==> src/inc/eciv_pkg.sv <==
// How it works
// [RQ1] iv is computed whenever an envelope header is seen on a channel
// [RQ2] iv computed in one cycle; low 6 clock bits match header marker
// [RQ3] headend encrypt iv: channel, own mac, cipher_clock_a, block zero
// [RQ4] headend decrypt iv: channel, mac table by llid, cipher_clock_a, block zero
// [RQ5] terminal encrypt iv: channel, own mac, cipher_clock_a, block zero
// [RQ6] terminal decrypt iv: channel, learned headend mac, rx_cipher_clock_c, block zero
// [RQ7] payload split into 128-bit blocks, plaintext or ciphertext
// [RQ8] two payload quanta per block; odd payload ends with single-quantum block
// [RQ9] grouping starts after header; header never encrypted
// [RQ10] rate-adjust quanta bypass, not counted, do not advance alignment
// [RQ11] inter-envelope idle quanta bypass and leave alignment alone
// [RQ12] inter-burst idle quanta bypass and leave alignment alone
// [RQ13] terminate and idle control characters pass unchanged
// [RQ14] keystream is ANDed with mask before the xor
// [RQ15] octet with control flag 1 stays clear, flag 0 is encrypted
// [RQ16] mask octet ff for data, 00 for control
// [RQ17] two 64-bit quantum masks concatenate into one 128-bit mask
// [RQ18] cipher_clock_a is 16 extension bits above 32-bit local time
// [RQ19] rx_cipher_clock_c is a separate 48-bit counter stepping with mpcp clock
// [RQ20] header marker field is set from low 6 bits of local time
// [RQ21] first quantum in upper 64 bits; missing half masked to zero
// [RQ22] block index increments per block, restarts at zero on header
package eciv_pkg;
  localparam int CH_W = 4;
  localparam int LLID_W = 4;
  localparam int MAC_W = 48;
  localparam int CLK_W = 48;
  localparam int LT_W = 32;
  localparam int MARK_W = 6;
  localparam int BLK_W = 16;
  localparam int Q_W = 64;
  localparam int B_W = 128;
  localparam logic [47:0] CLK_RST = 48'h0;
  localparam logic [BLK_W-1:0] BLK_RST = 16'h0;
  localparam logic [7:0] OCT_DATA = 8'hff;
  localparam logic [7:0] OCT_CTRL = 8'h00;

  typedef enum logic [1:0] {ECIV_HE_ENC, ECIV_HE_DEC, ECIV_TE_ENC, ECIV_TE_DEC} eciv_role_t;
  typedef enum logic [2:0] {
    ECIV_Q_HEADER, ECIV_Q_PAYLOAD, ECIV_Q_RATE_ADJUST, ECIV_Q_IEI, ECIV_Q_IBI
  } eciv_qkind_t;

  typedef struct packed {
    logic [CH_W-1:0] ch;
    logic [MAC_W-1:0] mac;
    logic [CLK_W-1:0] iv_time_field;
    logic [BLK_W-1:0] iv_block_field;
  } eciv_iv_t;

  typedef struct packed {
    logic valid;
    eciv_qkind_t kind;
    logic [CH_W-1:0] ch;
    logic [LLID_W-1:0] llid;
    logic last;
    logic [7:0] ctrl;
    logic [Q_W-1:0] data;
  } eciv_quantum_t;

  typedef struct packed {
    logic valid;
    logic start;
    logic single;
    eciv_iv_t iv;
    logic [B_W-1:0] block;
    logic [B_W-1:0] mask;
  } eciv_block_t;

  typedef struct packed {
    logic valid;
    eciv_qkind_t kind;
    logic [7:0] ctrl;
    logic [Q_W-1:0] data;
  } eciv_pass_t;
endpackage

==> src/verilog/eciv_core.sv <==
`timescale 1ns/1ns
module eciv_core
(
  input wire logic core_clk,
  input wire logic nrst,
  input wire eciv_pkg::eciv_role_t role,
  input wire logic [eciv_pkg::MAC_W-1:0] own_mac,
  input wire logic [eciv_pkg::MAC_W-1:0] learned_headend_mac,
  input wire logic mac_wr,
  input wire logic [eciv_pkg::LLID_W-1:0] mac_wr_llid,
  input wire logic [eciv_pkg::MAC_W-1:0] mac_wr_data,
  input wire logic rx_clock_load,
  input wire logic [eciv_pkg::CLK_W-1:0] rx_clock_value,
  input wire logic tx_ext_load,
  input wire logic [15:0] tx_ext_value,
  input wire eciv_pkg::eciv_quantum_t q_in,
  input wire logic [eciv_pkg::B_W-1:0] keystream,
  input wire logic keystream_valid,
  output eciv_pkg::eciv_block_t blk_out,
  output eciv_pkg::eciv_pass_t pass_out,
  output logic [eciv_pkg::B_W-1:0] cipher_out,
  output logic cipher_out_valid,
  output logic [eciv_pkg::MARK_W-1:0] local_marker,
  output logic [eciv_pkg::LT_W-1:0] local_time,
  output logic [eciv_pkg::CLK_W-1:0] cipher_clock_a
);
  typedef struct packed {
    logic [eciv_pkg::CLK_W-1:0] clk_a;
    logic [eciv_pkg::CLK_W-1:0] clk_c;
    eciv_pkg::eciv_iv_t iv;
    logic in_env;
    logic half;
    logic [eciv_pkg::Q_W-1:0] hi_data;
    logic [eciv_pkg::Q_W-1:0] hi_mask;
    eciv_pkg::eciv_block_t blk;
    eciv_pkg::eciv_pass_t pass;
    logic [eciv_pkg::B_W-1:0] cout;
    logic cvalid;
    logic [eciv_pkg::MARK_W-1:0] mark;
  } eciv_state_t;

  eciv_state_t st_ff;
  eciv_state_t nxt_st;
  logic [eciv_pkg::MAC_W-1:0] mac_tab_ff [2**eciv_pkg::LLID_W];
  logic [eciv_pkg::Q_W-1:0] qmask;

  // per-octet mask from control flags
  function automatic logic [eciv_pkg::Q_W-1:0] oct_mask(input logic [7:0] ctrl);
    logic [eciv_pkg::Q_W-1:0] m;
    m = '0;
    for (int i = 0; i < 8; i++)
    begin
      m[eciv_pkg::Q_W-1-8*i -: 8] = ctrl[7-i] ? eciv_pkg::OCT_CTRL : eciv_pkg::OCT_DATA; // RQ15
    end
    return m; // RQ16
  endfunction

  always_ff @(posedge core_clk)
  begin
    if (mac_wr)
    begin
      mac_tab_ff[mac_wr_llid] <= mac_wr_data;
    end
  end

  always_comb
  begin
    qmask = oct_mask(q_in.ctrl); // RQ13
  end

  always_comb
  begin
    nxt_st = st_ff;
    nxt_st.clk_a = st_ff.clk_a + 48'h1; // RQ18
    if (tx_ext_load)
    begin
      nxt_st.clk_a = {tx_ext_value, st_ff.clk_a[31:0] + 32'h1};
    end
    nxt_st.clk_c = st_ff.clk_c + 48'h1; // RQ19
    if (rx_clock_load)
    begin
      nxt_st.clk_c = rx_clock_value;
    end
    nxt_st.mark = nxt_st.clk_a[eciv_pkg::MARK_W-1:0]; // RQ20
    nxt_st.blk.valid = 1'b0;
    nxt_st.blk.start = 1'b0;
    nxt_st.pass = '0;
    nxt_st.cvalid = 1'b0;
    if (keystream_valid && st_ff.blk.valid)
    begin
      nxt_st.cout = st_ff.blk.block ^ (keystream & st_ff.blk.mask); // RQ14
      nxt_st.cvalid = 1'b1;
    end
    if (q_in.valid)
    begin
      case (q_in.kind)
        eciv_pkg::ECIV_Q_HEADER:
        begin
          // header itself passes clear and restarts grouping
          nxt_st.pass = {1'b1, q_in.kind, q_in.ctrl, q_in.data}; // RQ9
          nxt_st.in_env = 1'b1;
          nxt_st.half = 1'b0;
          nxt_st.iv.ch = q_in.ch; // RQ1
          nxt_st.iv.iv_block_field = eciv_pkg::BLK_RST; // RQ22
          case (role)
            eciv_pkg::ECIV_HE_ENC:
            begin
              nxt_st.iv.mac = own_mac; // RQ3
              nxt_st.iv.iv_time_field = st_ff.clk_a; // RQ2
            end
            eciv_pkg::ECIV_HE_DEC:
            begin
              nxt_st.iv.mac = mac_tab_ff[q_in.llid]; // RQ4
              nxt_st.iv.iv_time_field = st_ff.clk_a;
            end
            eciv_pkg::ECIV_TE_ENC:
            begin
              nxt_st.iv.mac = own_mac; // RQ5
              nxt_st.iv.iv_time_field = st_ff.clk_a;
            end
            default:
            begin
              nxt_st.iv.mac = learned_headend_mac; // RQ6
              nxt_st.iv.iv_time_field = st_ff.clk_c;
            end
          endcase
        end
        eciv_pkg::ECIV_Q_PAYLOAD:
        begin
          if (st_ff.in_env)
          begin
            if (!st_ff.half && !q_in.last)
            begin
              nxt_st.hi_data = q_in.data; // RQ21
              nxt_st.hi_mask = qmask;
              nxt_st.half = 1'b1;
            end
            else
            begin
              nxt_st.blk.valid = 1'b1; // RQ7
              nxt_st.blk.iv = st_ff.iv;
              if (st_ff.half)
              begin
                nxt_st.blk.single = 1'b0;
                nxt_st.blk.block = {st_ff.hi_data, q_in.data}; // RQ8
                nxt_st.blk.mask = {st_ff.hi_mask, qmask}; // RQ17
              end
              else
              begin
                nxt_st.blk.single = 1'b1;
                nxt_st.blk.block = {q_in.data, 64'h0};
                nxt_st.blk.mask = {qmask, 64'h0}; // RQ21
              end
              nxt_st.blk.start = (st_ff.iv.iv_block_field == eciv_pkg::BLK_RST);
              nxt_st.iv.iv_block_field = st_ff.iv.iv_block_field + 16'h1; // RQ22
              nxt_st.half = 1'b0;
              nxt_st.in_env = !q_in.last;
            end
          end
        end
        default:
        begin
          // bypass kinds leave alignment untouched
          nxt_st.pass = {1'b1, q_in.kind, q_in.ctrl, q_in.data}; // RQ10 RQ11 RQ12
        end
      endcase
    end
  end

  always_ff @(posedge core_clk or negedge nrst)
  begin
    if (!nrst)
    begin
      st_ff <= '0;
    end
    else
    begin
      st_ff <= nxt_st;
    end
  end

  assign blk_out = st_ff.blk;
  assign pass_out = st_ff.pass;
  assign cipher_out = st_ff.cout;
  assign cipher_out_valid = st_ff.cvalid;
  assign local_marker = st_ff.mark;
  assign local_time = st_ff.clk_a[eciv_pkg::LT_W-1:0];
  assign cipher_clock_a = st_ff.clk_a;
endmodule // eciv_core

==> config.mk <==
export PLATFORM = sky130hd
export DESIGN_NAME = eciv_core
export DESIGN_NICKNAME = d
export VERILOG_FILES = /design/src/inc/eciv_pkg.sv /design/src/verilog/eciv_core.sv
export SDC_FILE = /design/constraint.sdc
export NUM_CORES = 2
export LEC_CHECK = 0
export BUFFER_PORTS_ARGS = -buffer_cell sky130_fd_sc_hd__buf_2
export CAP_MARGIN = 10
export CORE_AREA = 2 2 433 435
export DETAILED_ROUTE_END_ITERATION = 10
export DIE_AREA = 0 0 435 437
export GPL_ROUTABILITY_DRIVEN = 0
export PLACE_DENSITY_LB_ADDON = 0.15
export RECOVER_POWER = 50
export SLEW_MARGIN = 0
export SYNTH_ARGS = -nofsm -noshare
export SYNTH_HDL_FRONTEND = slang
export SYNTH_SLANG_ARGS = --single-unit
==> constraint.sdc <==
create_clock -name core_clk -period 8 [get_ports core_clk]
set_input_delay 1.2 -clock core_clk [delete_from_list [all_inputs] [get_ports core_clk]]
set_output_delay 1.2 -clock core_clk [all_outputs]
set_load 0.02 [all_outputs]
==> results.json <==
{
  "dp.cells": 7905,
  "numClockSinks": 1522,
  "synth.distinct_cells": 48,
  "dieArea_um2": 190000,
  "syn2layout_area_growth_pct": 13.5,
  "place_area_um2": 69400,
  "fmax_ghz": 0.199,
  "start_util_pct": 35.7,
  "maxCapViolations": 14,
  "nNetsFinal": 6034,
  "grt_antenna_before_repair": 76,
  "std_cell_rows": 158,
  "tns_ns": 0,
  "cts_hold_buf": 0,
  "routedWlPerCell_um": 26.3,
  "cts-resized-gates": 0,
  "drc": 0,
  "async_reset_ff_share_pct": 49.5,
  "synth-edff-count": 768,
  "first_pass_iters": 5,
  "skew_ns": 0.0255,
  "synth.avg_cell_area_um2": 12.7,
  "dominantRegCellSynth": "edfxtp_1",
  "fin_area_um2": 75000,
  "core_um2": 185000,
  "rsz0062_at_grt": "no",
  "holdCritPathClass": "reg -> reg",
  "cts_buffers": 170,
  "cp.arrival_ns": 5.89,
  "syn-num-nets": 5651,
  "num_vias": 41400,
  "power_density_nw_per_um2": 280,
  "first_global_vias": 40900,
  "via_per_inst": 5.00,
  "outcome": "finished, violations left",
  "leakagePower_nw": 31.1,
  "grt_max_degree": 168,
  "netlist_area_um2": 66100,
  "yosysWarnings": 0,
  "place_hpwl_um": 147000,
  "worstPathRequired_ns": 8.87,
  "fin_crit_sh_pct": 62.7,
  "relSlewSlack_pct": -217,
  "grt_pass1_wl_um": 309000,
  "die_h_um": 437,
  "fin_cells": 8285,
  "cts_tree": "done",
  "cts.htree.levels": 4,
  "post_cts_buffers": 0,
  "num_io_pins": 1099,
  "violations": "capacitance limit, slew limit",
  "drt_iter0_drc": 3269,
  "crit_path_start_kind": "input port",
  "rrSetupSlack_ns": 3.31,
  "insertion_delay_ns": 0.80,
  "overflow": 0,
  "grt_usage_pct": 22.5,
  "worstMarginPinSlew_ns": 4.76,
  "die_w_um": 435,
  "layout_min_cycle_time_ns": 5.02,
  "cp_max_fo": 123,
  "synthCells": 5214,
  "final_hold_viol_count": 0,
  "setup.worst_path.end_class": "asynchronous set/reset pin",
  "ys_seq_area_share_pct": 63.4,
  "power_mw": 21.0,
  "port_buffers": 1098,
  "finalSetupViolCount": 0,
  "cts.path.max_buffers": 3,
  "ir_drop_v": 0.000183,
  "drt_wl_total_um": 218000,
  "root_buffer": "clkbuf_16",
  "ys_ff_latch": 1522,
  "postRouteAntennaNets": 0,
  "path_clk_slew_ns": 0.06,
  "drv_slew": 655,
  "drive_gt1_share_pct": 28.5,
  "path_class": "in -> async"
}
logic make-up (layout without fill, tap and decap cells):
family	count (synthesis)	after routing	share of synthesized area (%)
fa+ha+maj	4	4	0.0757
simple gates	1460	1460	9.37
buf+inv	968	1490	9.34
xor+xnor	220	220	2.91
flops	1522	1522	63.4
other cells	0	69	0
compound gates	612	612	5.49
mux	428	428	9.41
critical path: stages:
cell and delay (ns):
clkbuf_1 3.27, buf_12 0.47, buf_4 0.65
path summary, 6_finish.rpt:
kind,from,to,cells past startpoint
max,nrst,st_ff[810],3
min,st_ff[764],blk_out[304],2
max reg2reg,st_ff[714],st_ff[710],5
min reg2reg,st_ff[764],blk_out[304],2
max in group core_clk,mac_wr_llid[0],mac_tab_ff[15][7],4
min in group asynchronous,nrst,cipher_out[94],1
flip-flops by register name, indices dropped and copies added, names as in the netlist:
signal	count
cipher_out_valid	1
cipher_clock_a	43
mac_tab_ff	768
st_ff	238
blk_out	263
local_marker	5
cipher_out	128
pass_out	76
power by group:
group	total, mW	internal (mW)	switching, mW
Clock	7.91	4.63	3.27
Sequential	9.76	9.07	0.681
Combinational	3.32	1.15	2.17
per-stage QoR:
stage | util (%) | worst slack (ns) | hold slack (ns)
2_1_floorplan | - | 2.50 | 0.435
3_5_place_dp | 37.5 | 3.54 | 0.447
5_1_grt | 40.5 | 2.23 | 0.481
3_3_place_gp | 37.5 | 3.59 | 0.449
6_report | 40.5 | 2.98 | 0.452
4_1_cts | 40.5 | 4.16 | 0.340
layout by cell type (no fill, tap or decap), types with 32 or more instances in the layout:
cell type	Yosys	routed
nor2_1	307	298
o21ai_0	257	257
a222oi_1	32	32
a221oi_1	64	64
a31oi_1	108	108
mux2i_1	176	176
buf_2	29	1042
nand3_1	41	42
and2_1	84	37
edfxtp_1	768	768
diode_2	0	69
clkbuf_8	0	33
xor2_1	169	169
clkbuf_1	226	107
and2_0	0	46
xnor2_1	51	51
mux2_2	108	108
nand4_1	39	40
buf_4	665	46
mux4_2	144	144
nand2_1	871	871
a21oi_1	138	138
clkbuf_16	0	172
dfrtp_1	754	754
metal layers:
metal  track usage, %  wire length [um]  vias to the layer above
met1             26.8             83800                    21100
met3             3.55             10900                      368
li1                 -                 -                    18600
met4             10.6              9840                       20
met5                0               127                        -
met2             39.5            113000                     1361
synthesized netlist by cell type, drive strengths merged, types with 2 or more instances:
master  count  share of area [%]
nand3      42               0.33
nor2b       2              0.019
mux4      144                4.9
o21ai     257                1.9
edfxtp    768                 35
buf       724                8.0
or2         2              0.019
or3         8              0.078
xnor2      51               0.68
xor2      169                2.2
nand3b      3              0.034
dfrtp     754                 29
or4        15               0.18
inv        17              0.096
and2       84               0.79
a221oi     64               0.85
nor4       28               0.26
o31ai       8              0.091
nand4      40               0.39
and4       14               0.19
a31oi     108                1.0
nand2b     11               0.10
ha          4              0.076
mux2      108                1.8
clkbuf    226                1.3
a222oi     32               0.48
nor3       17               0.13
a21oi     138                1.0
or3b        2              0.026
nand2     871                4.9
and3       12               0.11
nor2      307                1.7
mux2i     176                2.7
final cells by class:
class / instances / area [um^2]
fill: 17800 / 110000
timing repair buffer: 1161 / 5960
clock buffer: 248 / 4920
tap: 2480 / 3100
inverter: 18 / 71.3
antenna: 69 / 173
sequential: 1522 / 41900
multi-input combinational: 2724 / 18100
clock inverter: 63 / 737
No activity file was read; power rests on OpenSTA's default activity.
